`src/shared/dctr_pkg.sv`:
```
// Constants for the dual countdown timer register block
// Assumes a byte-addressed register port with 32-bit data
package dctr_pkg;
    localparam int          ADDR_W      = 8;
    localparam int          CNT_W       = 24;
    localparam int          DATA_W      = 32;
    localparam int          NCH         = 2;
    // Channel register offsets
    localparam logic [7:0]  CH2_RELOAD  = 8'h14;
    localparam logic [7:0]  CH2_LIVE    = 8'h18;
    localparam logic [7:0]  CH2_CTRL    = 8'h1c;
    localparam logic [7:0]  CH2_EOI     = 8'h20;
    localparam logic [7:0]  CH2_FLAG    = 8'h24;
    localparam logic [7:0]  CH3_RELOAD  = 8'h28;
    localparam logic [7:0]  CH3_LIVE    = 8'h2c;
    localparam logic [7:0]  CH3_CTRL    = 8'h30;
    localparam logic [7:0]  CH3_EOI     = 8'h34;
    localparam logic [7:0]  CH3_FLAG    = 8'h38;
    // Block-level sticky status and mask
    localparam logic [7:0]  IRQ_STAT    = 8'h48;
    localparam logic [7:0]  IRQ_MASK    = 8'h4c;
    // Control fields
    localparam int          CTL_EN      = 0;
    localparam int          CTL_MODE    = 1;
    localparam int          CTL_MSK     = 2;
    localparam int          CTL_W       = 3;
    localparam logic [23:0] CNT_RST     = 24'h000000;
    localparam logic [23:0] CNT_MAX     = 24'hffffff;
    localparam logic [2:0]  CTL_RST     = 3'h0;
    // Timer tick: 4 MHz from 100 MHz
    localparam int          REF_HZ      = 100000000;
    localparam int          TICK_HZ     = 4000000;
    localparam int          TICK_DIV    = REF_HZ / TICK_HZ;
    localparam logic [4:0]  TICK_LAST   = 5'(TICK_DIV - 1);
endpackage

```
`src/rtl/dctr_top.sv`:
```
// Two 24-bit countdown timer channels with register port and interrupt
// Assumes one 100 MHz clock; strobes one cycle, never both at once
//
// The plain strobed port was chosen for this implementation.
`timescale 1ns/100ps

module dctr_top (
    input  wire logic        REF_CLK,
    input  wire logic        RST_N,
    input  wire logic [7:0]  ADDR,
    input  wire logic [31:0] WDATA,
    input  wire logic        WR,
    input  wire logic        RD,
    output logic      [31:0] RDATA,
    output logic             IRQ
);

    typedef struct packed {
        logic [1:0][23:0] reload;
        logic [1:0][23:0] count;
        logic [1:0][2:0]  ctrl;
        logic [1:0]       flag;
        logic [1:0]       stat;
        logic [1:0]       mask;
        logic [4:0]       div;
        logic [31:0]      rdata;
        logic             irq;
    } dctr_state_type;

    dctr_state_type st_r;
    dctr_state_type st_nxt;

    ////////////////////////////////////////////////////////////////////
    // Register decode
    logic [1:0] wr_reload;
    logic [1:0] wr_ctrl;
    logic [1:0] rd_eoi;
    logic       tick;
    logic [1:0] hit_zero;

    always_comb begin
        wr_reload[0] = WR && ADDR == dctr_pkg::CH2_RELOAD;
        wr_reload[1] = WR && ADDR == dctr_pkg::CH3_RELOAD;
        wr_ctrl[0]   = WR && ADDR == dctr_pkg::CH2_CTRL;
        wr_ctrl[1]   = WR && ADDR == dctr_pkg::CH3_CTRL;
        rd_eoi[0]    = RD && ADDR == dctr_pkg::CH2_EOI;
        rd_eoi[1]    = RD && ADDR == dctr_pkg::CH3_EOI;
        tick         = st_r.div == dctr_pkg::TICK_LAST;
    end

    ////////////////////////////////////////////////////////////////////
    // Next state
    always_comb begin
        st_nxt = st_r;
        st_nxt.div = tick ? 5'h00 : 5'(st_r.div + 5'h01);
        for (int i = 0; i < dctr_pkg::NCH; i++) begin
            hit_zero[i] = tick && st_r.ctrl[i][dctr_pkg::CTL_EN]
                          && st_r.count[i] == dctr_pkg::CNT_RST;
            if (wr_reload[i]) begin
                st_nxt.reload[i] = WDATA[23:0];
            end
            if (wr_ctrl[i]) begin
                st_nxt.ctrl[i] = WDATA[2:0];
            end
            // Enable edge loads first so no stale count escapes
            if (wr_ctrl[i] && WDATA[dctr_pkg::CTL_EN]
                && !st_r.ctrl[i][dctr_pkg::CTL_EN]) begin
                st_nxt.count[i] = st_r.reload[i];
            end else if (hit_zero[i]) begin
                st_nxt.count[i] = st_r.ctrl[i][dctr_pkg::CTL_MODE]
                    ? st_r.reload[i] : dctr_pkg::CNT_MAX;
            end else if (tick && st_r.ctrl[i][dctr_pkg::CTL_EN]) begin
                st_nxt.count[i] = st_r.count[i] - 24'h000001;
            end
            // Set wins over a clear in the same cycle
            if (rd_eoi[i]) begin
                st_nxt.flag[i] = 1'b0;
            end
            if (hit_zero[i] && !st_r.ctrl[i][dctr_pkg::CTL_MSK]) begin
                st_nxt.flag[i] = 1'b1;
            end
            if (WR && ADDR == dctr_pkg::IRQ_STAT && WDATA[i]) begin
                st_nxt.stat[i] = 1'b0;
            end
            if (hit_zero[i] && !st_r.ctrl[i][dctr_pkg::CTL_MSK]) begin
                st_nxt.stat[i] = 1'b1;
            end
        end
        if (WR && ADDR == dctr_pkg::IRQ_MASK) begin
            st_nxt.mask = WDATA[1:0];
        end
        st_nxt.irq = |(st_nxt.stat & st_nxt.mask);
        // Read data valid the cycle after the strobe only
        st_nxt.rdata = 32'h00000000;
        if (RD) begin
            case (ADDR)
                dctr_pkg::CH2_RELOAD: st_nxt.rdata = {8'h00, st_r.reload[0]};
                dctr_pkg::CH2_LIVE:   st_nxt.rdata = {8'h00, st_r.count[0]};
                dctr_pkg::CH2_CTRL:   st_nxt.rdata = {29'h0, st_r.ctrl[0]};
                dctr_pkg::CH2_FLAG:   st_nxt.rdata = {31'h0, st_r.flag[0]};
                dctr_pkg::CH3_RELOAD: st_nxt.rdata = {8'h00, st_r.reload[1]};
                dctr_pkg::CH3_LIVE:   st_nxt.rdata = {8'h00, st_r.count[1]};
                dctr_pkg::CH3_CTRL:   st_nxt.rdata = {29'h0, st_r.ctrl[1]};
                dctr_pkg::CH3_FLAG:   st_nxt.rdata = {31'h0, st_r.flag[1]};
                dctr_pkg::IRQ_STAT:   st_nxt.rdata = {30'h0, st_r.stat};
                dctr_pkg::IRQ_MASK:   st_nxt.rdata = {30'h0, st_r.mask};
                default:              st_nxt.rdata = 32'h00000000;
            endcase
        end
    end

    always_ff @(posedge REF_CLK or negedge RST_N) begin
        if (!RST_N) begin
            st_r <= '0;
        end else begin
            st_r <= st_nxt;
        end
    end

    assign RDATA = st_r.rdata;
    assign IRQ   = st_r.irq;
endmodule // dctr_top

```
`config.mk`:
```
export PLATFORM = sky130hd
export DESIGN_NAME = dctr_top
export DESIGN_NICKNAME = d
export VERILOG_FILES = /design/src/shared/dctr_pkg.sv /design/src/rtl/dctr_top.sv
export SDC_FILE = /design/constraint.sdc
export NUM_CORES = 1
export LEC_CHECK = 0
export BUFFER_PORTS_ARGS = -buffer_cell sky130_fd_sc_hd__buf_4
export CAP_MARGIN = 0
export CORE_AREA = 2 2 129 106
export DETAILED_ROUTE_END_ITERATION = 8
export DIE_AREA = 0 0 131 108
export HOLD_SLACK_MARGIN = 0.12
export PLACE_DENSITY = 0.88
export SLEW_MARGIN = 25
export SYNTH_ARGS = -nofsm -noshare
export SYNTH_HDL_FRONTEND = slang
export SYNTH_SLANG_ARGS = --single-unit
```
`constraint.sdc`:
```
create_clock -name REF_CLK -period 7.5 [get_ports REF_CLK]
set_input_delay 1.5 -clock REF_CLK [delete_from_list [all_inputs] [get_ports REF_CLK]]
set_output_delay 1.5 -clock REF_CLK [all_outputs]
set_load 0.03 [all_outputs]
```
==> impl_metrics.json, run 1 <==
{
  "status": "completed",
  "multi_input_area_mm2": 0.00366,
  "yosysTopAreaCell": "sky130_fd_sc_hd__dfrtp_1",
  "ratio_of_cells_with_drive_above_1_in_the_final_layout": 0.228,
  "first_iter_violations": 1055,
  "postCtsSetupRepairBufs": 0,
  "critical_path_required_ns": 7.80,
  "core-area_mm2": 0.0127,
  "report.final.slew_viol_count": 0,
  "globalRouteTotalUtil": 0.340,
  "grt_pass1_wl_um": 36100,
  "clkSinkCount": 138,
  "final_period_minus_worst_setup_slack_ns": 3.84,
  "count_of_distinct_cell_types_in_the_synthesized_netlist": 78,
  "post_route_clock_period_utilization": 0.512,
  "timing.rr.end": "st_r[71]$_DFFE_PN0P_",
  "slack_of_the_worst_reg_to_reg_path_ns": 4.20,
  "critical_path_at_ns": 4.14,
  "synth_top_area_frac": 0.456,
  "detailed_route_via_count": 6870,
  "cts_hold_buffers_added": 0,
  "cts_max_level": 4,
  "kind_of_launch_point_of_the_worst_setup_path": "input pin",
  "power.density_mw_per_mm2": 206,
  "top_level_ports": 77,
  "design.final.nets": 840,
  "leakagePower_nw": 3.67,
  "flops_latches_synth": 138,
  "min_path_type": "reg -> reg",
  "synthArstFlopShare": 1.00,
  "detail_route.first_pass.iterations": 5,
  "sequential_cell_area_mm2": 0.00345,
  "timing.final.hold_violations": 0,
  "min-delay-start": "st_r[33]$_DFF_PN0_",
  "clock_tree_from_tritoncts": "built",
  "worst-r2r-cell-count": 7,
  "route.final.wire_length_um": 22900,
  "syn_area_per_cell_um2": 9.82,
  "n_antenna_cell": 0,
  "gpl.final_weighted_congestion": 0.957,
  "syn_inst": 771,
  "fin_setup_tns_ns": 0,
  "setup_cp_type": "in -> reg",
  "timing.max_cap.violations": 0,
  "unrepaired_setup_endpoints_after_global_routing": "no",
  "dp_hpwl_um": 15400,
  "layout_common_cells": "sky130_fd_sc_hd__dfrtp_1 (138), sky130_fd_sc_hd__nor2_1 (77), sky130_fd_sc_hd__buf_4 (68)",
  "floorplan.initialDensity": 0.595,
  "sequential_fraction_of_the_synthesis_area": 0.456,
  "ys_top_cells_by_area": "sky130_fd_sc_hd__dfrtp_1 (46%), sky130_fd_sc_hd__mux2_2 (8.3%), sky130_fd_sc_hd__a22oi_1 (5.1%)",
  "netlist_area_mm2": 0.00757,
  "max_slew.worst_pin.slew_ns": 1.08,
  "holdPathEnd": "st_r[33]$_DFF_PN0_",
  "timing.rr.start": "st_r[33]$_DFF_PN0_",
  "post_cts_gate_resize_count": 0,
  "full_die_area_mm2": 0.0141,
  "via_per_inst": 7.02,
  "synth_edf_count": 0,
  "cts.clk_slew.worst_paths_ns": 0.06,
  "grt-ovfl-total": 0,
  "setup_viol": 0,
  "synth-main-ff-cell": "sky130_fd_sc_hd__dfrtp_1",
  "numCtsBuffers": 17,
  "fillers": 973,
  "worst_skew_pair.late_latency_ns": 0.43,
  "timing.max_slew.rel_slack": 0.269,
  "io_buffers": 60,
  "remaining_drc_errors": 0,
  "antenna_found_initial": 0,
  "most_frequent_standard_cell_in_the_layout_excluding_fill_and_tap_cells": "sky130_fd_sc_hd__dfrtp_1",
  "setup.worst_path.end_class": "flip-flop",
  "wl_per_cell_um": 23.4,
  "grt_max_degree": 79,
  "root_buffer": "sky130_fd_sc_hd__clkbuf_16",
  "die_x_um": 131,
  "crit_fanout": 15,
  "yosys_warnings": 0,
  "ctsLongestPathBuffers": 2,
  "placementRows": 37,
  "die_height_um": 108,
  "finalClockSkew_ns": 0.00972,
  "ant_nets": 0,
  "vias_in_the_first_global_route": 6761,
  "vdd_drop_max_uv": 205,
  "hold_depth": 1,
  "timing.fmax_mhz": 260,
  "layout.core_utilization": 0.665,
  "area_delta_synth_final_pct": 11.8
}
## report_power, final
part / switching [mW] / internal [mW] / total [mW]
logic: 0.0769 / 0.0527 / 0.130
registers: 0.0451 / 0.773 / 0.818
clock network: 0.315 / 0.480 / 0.795
## how the worst max path moves through the flow
| stage | end | slack [ns] | from |
|---|---|---|---|
| floorplan | st_r[85]$_DFFE_PN0P_ | 4.13 | ADDR[7] |
| global placement | st_r[116]$_DFFE_PN0P_ | 2.54 | ADDR[5] |
| detailed placement | st_r[94]$_DFFE_PN0P_ | 3.33 | ADDR[7] |
| CTS | st_r[94]$_DFFE_PN0P_ | 3.74 | ADDR[7] |
| global route | st_r[94]$_DFFE_PN0P_ | 3.59 | ADDR[7] |
| finish | st_r[94]$_DFFE_PN0P_ | 3.66 | ADDR[7] |
## metal layers
metal / GRT usage / wire length [um] / vias to the layer above
li1: - / - / 2906
met1: 0.452 / 8480 / 3315
met2: 0.512 / 10500 / 537
met3: 0.115 / 3030 / 112
met4: 0.144 / 893 / 0
met5: 0 / 0 / -
## cell families (layout without fill, tap and decap cells)
logic type,count (synthesis),in the layout,share of synthesized area
compound gates,227,227,0.204
xor+xnor,3,3,0.00347
fa+ha+maj,7,7,0.0112
buf+inv,93,118,0.0679
flops,138,138,0.456
mux,59,59,0.0872
other cells,1,8,0.000495
simple gates,243,243,0.170
## sequential cells by signal, summed over array words and instances, names as in the netlist
| register | flops |
|---|---|
| st_r | 113 |
| IRQ | 1 |
| RDATA | 24 |
## metrics by stage
stage | cells | hold WS [ns] | power [mW] | worst slack (ns) | area (um2)
after floorplan | 778 | 0.454 | 0.892 | 4.13 | 7600
after global placement | 946 | 0.474 | 0.945 | 2.54 | 7900
after detailed placement | 946 | 0.500 | 0.954 | 3.33 | 7910
after CTS | 978 | 0.504 | 1.74 | 3.74 | 8460
after global routing | 978 | 0.546 | 1.79 | 3.59 | 8470
final | 978 | 0.508 | 1.74 | 3.66 | 8470
## final cells by class
cell class	count	share of cell area
flip-flops and latches	138	0.408
clock inverters	7	0.00783
repair buffers	69	0.0616
clock buffers	25	0.0573
well taps	175	0.0259
inverters	17	0.00754
multi-input cells	547	0.432
## Yosys cell counts, drive strengths merged, types with 2 or more instances
master and instances:
clkbuf 33, a21oi 47, a21boi 2, a22oi 51, nand3b 4, mux2 56
o211ai 2, o31ai 8, o32ai 2, or2 5, or3 6, a221oi 4
nor2 78, o41ai 2, inv 17, nand4b 5, nand3 24, nand2 43
nor4 20, dfrtp 138, and4b 2, o22ai 8, xor2 2, a31oi 10
nand4 3, nor3b 2, o221a 7, mux2i 3, o21ai 42, a211oi 9
or3b 4, a22o 3, or4 9, nor3 28, a41oi 2, a211o 3
and2 2, nor4b 2, ha 6, a311oi 11, and3 3, buf 43
o21a 3
## worst max-delay path, cell delays in order
cell and delay, ns:
sky130_fd_sc_hd__buf_4 0.14, sky130_fd_sc_hd__or4bb_1 0.62, sky130_fd_sc_hd__nor4_4 0.88, sky130_fd_sc_hd__nor2_2 0.37, sky130_fd_sc_hd__nand2_1 0.16, sky130_fd_sc_hd__o21ai_0 0.08
sky130_fd_sc_hd__or3_1 0.38
No activity file was read; power rests on OpenSTA's default activity.
==> run 2, diff against run 1 <==
==> constraint.sdc (replaced) <==
create_clock -name REF_CLK -period 3.7 [get_ports REF_CLK]
set_input_delay 0.74 -clock REF_CLK [delete_from_list [all_inputs] [get_ports REF_CLK]]
set_output_delay 0.74 -clock REF_CLK [all_outputs]
set_load 0.03 [all_outputs]
==> run 2 against run 1 <==
Effect of this change: final cell count rose by 0.61%; cell area grew 0.34%; clock skew increased by 0.00070 ns; worst setup slack worse by 3.1 ns; sequential share of layout area is 0.14 points lower; critical path type is now reg -> reg; largest power group unchanged.
==> impl_metrics.json, run 2 (synthesis gave the netlist of run 1 again) <==
{
  "max_slew.worst_pin.slew_ns": 0.794,
  "postCtsSetupRepairBufs": 0,
  "placementRows": 37,
  "ratio_of_cells_with_drive_above_1_in_the_final_layout": 0.229,
  "setup.worst_path.end_class": "flip-flop",
  "floorplan.initialDensity": 0.595,
  "leakagePower_nw": 3.70,
  "clock_tree_from_tritoncts": "built",
  "vdd_drop_max_uv": 315,
  "io_buffers": 60,
  "max_ffs_per_register": 113,
  "placed_cells_incl_taps": 955,
  "post_cts_gate_resize_count": 0,
  "antenna_found_initial": 1,
  "status": "completed",
  "die_height_um": 108,
  "gpl.final_weighted_congestion": 0.930,
  "crit_fanout": 5,
  "cts.clk_slew.worst_paths_ns": 0.05,
  "timing.fmax_mhz": 321,
  "detailed_route_via_count": 6869,
  "slack_of_the_worst_reg_to_reg_path_ns": 0.59,
  "full_die_area_mm2": 0.0141,
  "timing.rr.end": "st_r[68]$_DFFE_PN0P_",
  "cts_max_level": 4,
  "critical_path_at_ns": 3.42,
  "setup_viol": 0,
  "setup_cp_type": "reg -> reg",
  "min_path_type": "in -> async",
  "last_element_of_the_critical_path": "st_r[68]$_DFFE_PN0P_",
  "ctsLongestPathBuffers": 2,
  "dp_slack_ns": 0.549,
  "grt_pass1_wl_um": 35700,
  "core-area_mm2": 0.0127,
  "unrepaired_setup_endpoints_after_global_routing": "no",
  "critical_path_required_ns": 4.01,
  "sequential_cell_area_mm2": 0.00345,
  "power.density_mw_per_mm2": 408,
  "clkSinkCount": 138,
  "via_per_inst": 6.98,
  "registers.top_by_ff_count": "st_r",
  "report.final.slew_viol_count": 0,
  "cts_hold_buffers_added": 0,
  "vias_in_the_first_global_route": 6519,
  "area_delta_synth_final_pct": 12.2,
  "first_iter_violations": 1016,
  "layout_common_cells": "sky130_fd_sc_hd__dfrtp_1 (138), sky130_fd_sc_hd__nor2_1 (78), sky130_fd_sc_hd__buf_4 (77)",
  "top_level_ports": 77,
  "design.final.nets": 849,
  "cp-startpoint": "st_r[50]$_DFFE_PN0P_",
  "wl_per_cell_um": 23.2,
  "numCtsBuffers": 17,
  "worst_skew_pair.late_latency_ns": 0.42,
  "dp_hpwl_um": 15600,
  "post_route_clock_period_utilization": 0.841,
  "final_period_minus_worst_setup_slack_ns": 3.11,
  "design_area_mm2": 0.00850,
  "remaining_drc_errors": 0,
  "final_cells": 984,
  "grt-ovfl-total": 0,
  "timing.max_slew.rel_slack": 0.466,
  "most_frequent_standard_cell_in_the_layout_excluding_fill_and_tap_cells": "sky130_fd_sc_hd__dfrtp_1",
  "ant_nets": 0,
  "finalClockSkew_ns": 0.0104,
  "fillers": 940,
  "die_x_um": 131,
  "fin_setup_tns_ns": 0,
  "kind_of_launch_point_of_the_worst_setup_path": "flip-flop",
  "worst-r2r-cell-count": 8,
  "multi_input_area_mm2": 0.00365,
  "globalRouteTotalUtil": 0.336,
  "detail_route.first_pass.iterations": 6,
  "fin_ws_ns": 0.587,
  "timing.rr.start": "st_r[50]$_DFFE_PN0P_",
  "placement.cell_area_mm2": 0.00796,
  "timing.max_cap.violations": 0,
  "root_buffer": "sky130_fd_sc_hd__clkbuf_16",
  "timing.final.hold_violations": 0,
  "route.final.wire_length_um": 22800,
  "grt_max_degree": 72
}
run 2: cell count changes in the layout (fill, tap and decap cells not counted), sizes merged:
cell,change
bufinv,-1
diode,+1
clkbuf,+1
buf,+9
clkinv,-4
run 2: power by group:
part / switching (mW) / internal [mW] / total [mW] / leakage, nW
sequential: 0.0902 / 1.57 / 1.66 / 1.79
combinational: 0.157 / 0.109 / 0.266 / 1.66
clock: 0.615 / 0.929 / 1.54 / 0.254
run 2: metal layers:
metal / routed length [um] / global-route usage
met5: 0 / 0
met4: 792 / 0.147
met3: 3170 / 0.115
met2: 10000 / 0.480
met1: 8830 / 0.468
run 2: final cells by class:
type | count | share of cell area
timing repair buffer | 78 | 0.0694
inverter | 17 | 0.00751
antenna | 1 | 0.000295
clock inverter | 2 | 0.00147
tap | 175 | 0.0258
multi-input combinational | 547 | 0.429
clock buffer | 26 | 0.0599
sequential | 138 | 0.406
run 2: critical path, cell delays in order, from the launching register on:
cell and delay, ns:
sky130_fd_sc_hd__dfrtp_1 0.43, sky130_fd_sc_hd__inv_1 0.18, sky130_fd_sc_hd__ha_1 0.24, sky130_fd_sc_hd__or3b_2 0.51
sky130_fd_sc_hd__nor4_1 0.63, sky130_fd_sc_hd__nand3_1 0.31, sky130_fd_sc_hd__o31ai_1 0.29, sky130_fd_sc_hd__a211oi_1 0.12
sky130_fd_sc_hd__a311oi_1 0.28
run 2: how the worst min path moves through the flow:
stage	endpoint	slack, ns	depth (start not counted)
after CTS	st_r[102]$_DFFE_PN0P_	0.35	1
after detailed placement	st_r[33]$_DFF_PN0_	0.50	1
after global placement	st_r[33]$_DFF_PN0_	0.47	1
after global routing	st_r[51]$_DFFE_PN0P_	0.37	1
after floorplan	IRQ$_DFF_PN0_	0.44	0
final	st_r[51]$_DFFE_PN0P_	0.33	1
run 2: metrics by stage:
step	power, mW	hold slack (ns)	util
after floorplan	1.81	0.444	-
after global placement	1.92	0.472	0.626
after detailed placement	1.94	0.505	0.626
after CTS	3.45	0.348	0.667
after global routing	3.56	0.369	0.667
final	3.47	0.329	0.667
==> run 3, diff against run 2 <==
==> constraint.sdc (replaced) <==
create_clock -name REF_CLK -period 3.1 [get_ports REF_CLK]
set_input_delay 0.62 -clock REF_CLK [delete_from_list [all_inputs] [get_ports REF_CLK]]
set_output_delay 0.62 -clock REF_CLK [all_outputs]
set_load 0.03 [all_outputs]
==> run 3 against run 2 <==
Effect of this change: critical path depth is the same; die area did not move; utilization is 1.3 points higher; routed wire length rose by 3.1%; first-iteration DRC count grew 42%; clock power increased by 39%; final cell count increased by 1.2%; clock skew is 0.00090 ns lower; clock-buffer cell count decreased by 5; global-route usage is 1.1 points higher; power increased by 28%; critical endpoint is now st_r[75]$_DFFE_PN0P_.
==> impl_metrics.json, run 3 (synthesis gave the netlist of run 1 again) <==
{
  "cts_max_level": 4,
  "first_iter_violations": 1442,
  "most_frequent_standard_cell_in_the_layout_excluding_fill_and_tap_cells": "sky130_fd_sc_hd__dfrtp_1",
  "detailed_route_via_count": 7022,
  "status": "completed",
  "crit_path_max_incr_delay_ns": 0.72,
  "cts.clk_slew.worst_paths_ns": 0.06,
  "critical_path_at_ns": 3.21,
  "registers.top_by_ff_count": "st_r",
  "die_height_um": 108,
  "setup.worst_path.end_class": "flip-flop",
  "top_level_ports": 77,
  "post_cts_gate_resize_count": 0,
  "max_slew.worst_pin.slew_ns": 0.743,
  "design_area_mm2": 0.00866,
  "remaining_drc_errors": 0,
  "ctsLongestPathBuffers": 2,
  "fillers": 924,
  "full_die_area_mm2": 0.0141,
  "timing.max_cap.violations": 0,
  "post_route_clock_period_utilization": 0.939,
  "numCtsBuffers": 17,
  "layout_common_cells": "sky130_fd_sc_hd__dfrtp_1 (138), sky130_fd_sc_hd__buf_4 (86), sky130_fd_sc_hd__nor2_1 (78)",
  "ratio_of_cells_with_drive_above_1_in_the_final_layout": 0.246,
  "crit_fanout": 18,
  "dp_hpwl_um": 16000,
  "placement.cell_area_mm2": 0.00803,
  "gpl.final_weighted_congestion": 0.951,
  "layout.core_utilization": 0.680,
  "fin_setup_tns_ns": 0,
  "timing.final.hold_violations": 0,
  "grt_pass1_wl_um": 37000,
  "report.final.slew_viol_count": 0,
  "wl_per_cell_um": 23.6,
  "vias_in_the_first_global_route": 6740,
  "final_period_minus_worst_setup_slack_ns": 2.91,
  "max_ffs_per_register": 113,
  "sequential_cell_area_mm2": 0.00345,
  "n_antenna_cell": 0,
  "grt-ovfl-total": 0,
  "vdd_drop_max_uv": 400,
  "clkSinkCount": 138,
  "unrepaired_setup_endpoints_after_global_routing": "no",
  "io_buffers": 60,
  "die_x_um": 131,
  "leakagePower_nw": 3.80,
  "kind_of_launch_point_of_the_worst_setup_path": "flip-flop",
  "grt_max_degree": 74,
  "via_per_inst": 7.05,
  "globalRouteTotalUtil": 0.348,
  "root_buffer": "sky130_fd_sc_hd__clkbuf_16",
  "timing.fmax_mhz": 344,
  "min_path_type": "in -> async",
  "critical_path_required_ns": 3.40,
  "cts_hold_buffers_added": 0,
  "route.final.wire_length_um": 23500,
  "multi_input_area_mm2": 0.00365,
  "placementRows": 37,
  "worstPathBufferInverterCount": 2,
  "ant_nets": 0,
  "area_delta_synth_final_pct": 14.4,
  "cp-startpoint": "st_r[33]$_DFF_PN0_",
  "critical_path.cell_chain": "inv_1 -> ha_1 -> and4b_1 -> and2_1 -> a31oi_1 -> buf_4 -> nor2_1 -> a221oi_1",
  "cpMaxStageDelayCell": "sky130_fd_sc_hd__a31oi_1",
  "setup_cp_type": "reg -> reg",
  "power.density_mw_per_mm2": 513,
  "detail_route.first_pass.iterations": 7,
  "critical_path.top_delay_family": "compound AO/OA/AOI/OAI gates",
  "timing.rr.start": "st_r[33]$_DFF_PN0_",
  "core-area_mm2": 0.0127,
  "finalClockSkew_ns": 0.00952,
  "antenna_found_initial": 0,
  "postCtsSetupRepairBufs": 0,
  "clock_tree_from_tritoncts": "built",
  "worst_skew_pair.late_latency_ns": 0.43,
  "setup_viol": 0,
  "floorplan.initialDensity": 0.595,
  "timing.max_slew.rel_slack": 0.502,
  "design.final.nets": 858
}
-- run 3: cell count changes in the layout (fill, tap and decap cells not counted), sizes merged --
| cell | delta |
|---|---|
| bufinv | +3 |
| diode | -1 |
| clkbuf | -5 |
| clkinv | +5 |
| buf | +9 |
| clkinvlp | +1 |
-- run 3: power by group --
part	internal, mW	total [mW]	switching [mW]	leakage, nW
Clock	1.35	2.14	0.792	0.305
Combinational	0.133	0.323	0.191	1.70
Sequential	1.87	1.98	0.110	1.79
Total	3.35	4.44	1.09	3.80
-- run 3: layout make-up --
type | instances | area share
inverter | 17 | 0.00737
timing repair buffer | 87 | 0.0758
clock inverter | 11 | 0.0165
sequential | 138 | 0.399
tap | 175 | 0.0253
multi-input combinational | 547 | 0.421
clock buffer | 21 | 0.0555
-- run 3: layer usage --
layer / track usage / wire [um] / up-vias
met1: 0.498 / 8890 / 3367
met3: 0.103 / 3240 / 120
met2: 0.506 / 10500 / 588
li1: - / - / 2947
met4: 0.122 / 882 / 0
met5: 0 / 0 / -
-- run 3: worst paths after layout --
check | depth (start not counted) | slack (ns) | endpoint
hold reg to reg | 1 | 0.51 | st_r[33]$_DFF_PN0_
max in group asynchronous | 2 | 2.05 | st_r[119]$_DFFE_PN0P_
min in group REF_CLK | 2 | 0.43 | st_r[104]$_DFFE_PN0P_
hold / removal | 1 | 0.19 | RDATA[5]$_DFF_PN0_
setup reg to reg | 8 | 0.19 | st_r[75]$_DFFE_PN0P_
setup / recovery | 8 | 0.19 | st_r[75]$_DFFE_PN0P_
-- run 3: metrics by stage --
stage               setup WS (ns)  power [mW]  hold WS (ns)  std cells
finish                      0.190        4.44         0.195        996
CTS                         0.305        4.43         0.237        996
floorplan                   0.606        2.16         0.324        778
detailed placement          0.184        2.32         0.497        964
global placement            0.186        2.30         0.471        964
global route               0.0622        4.57         0.244        996
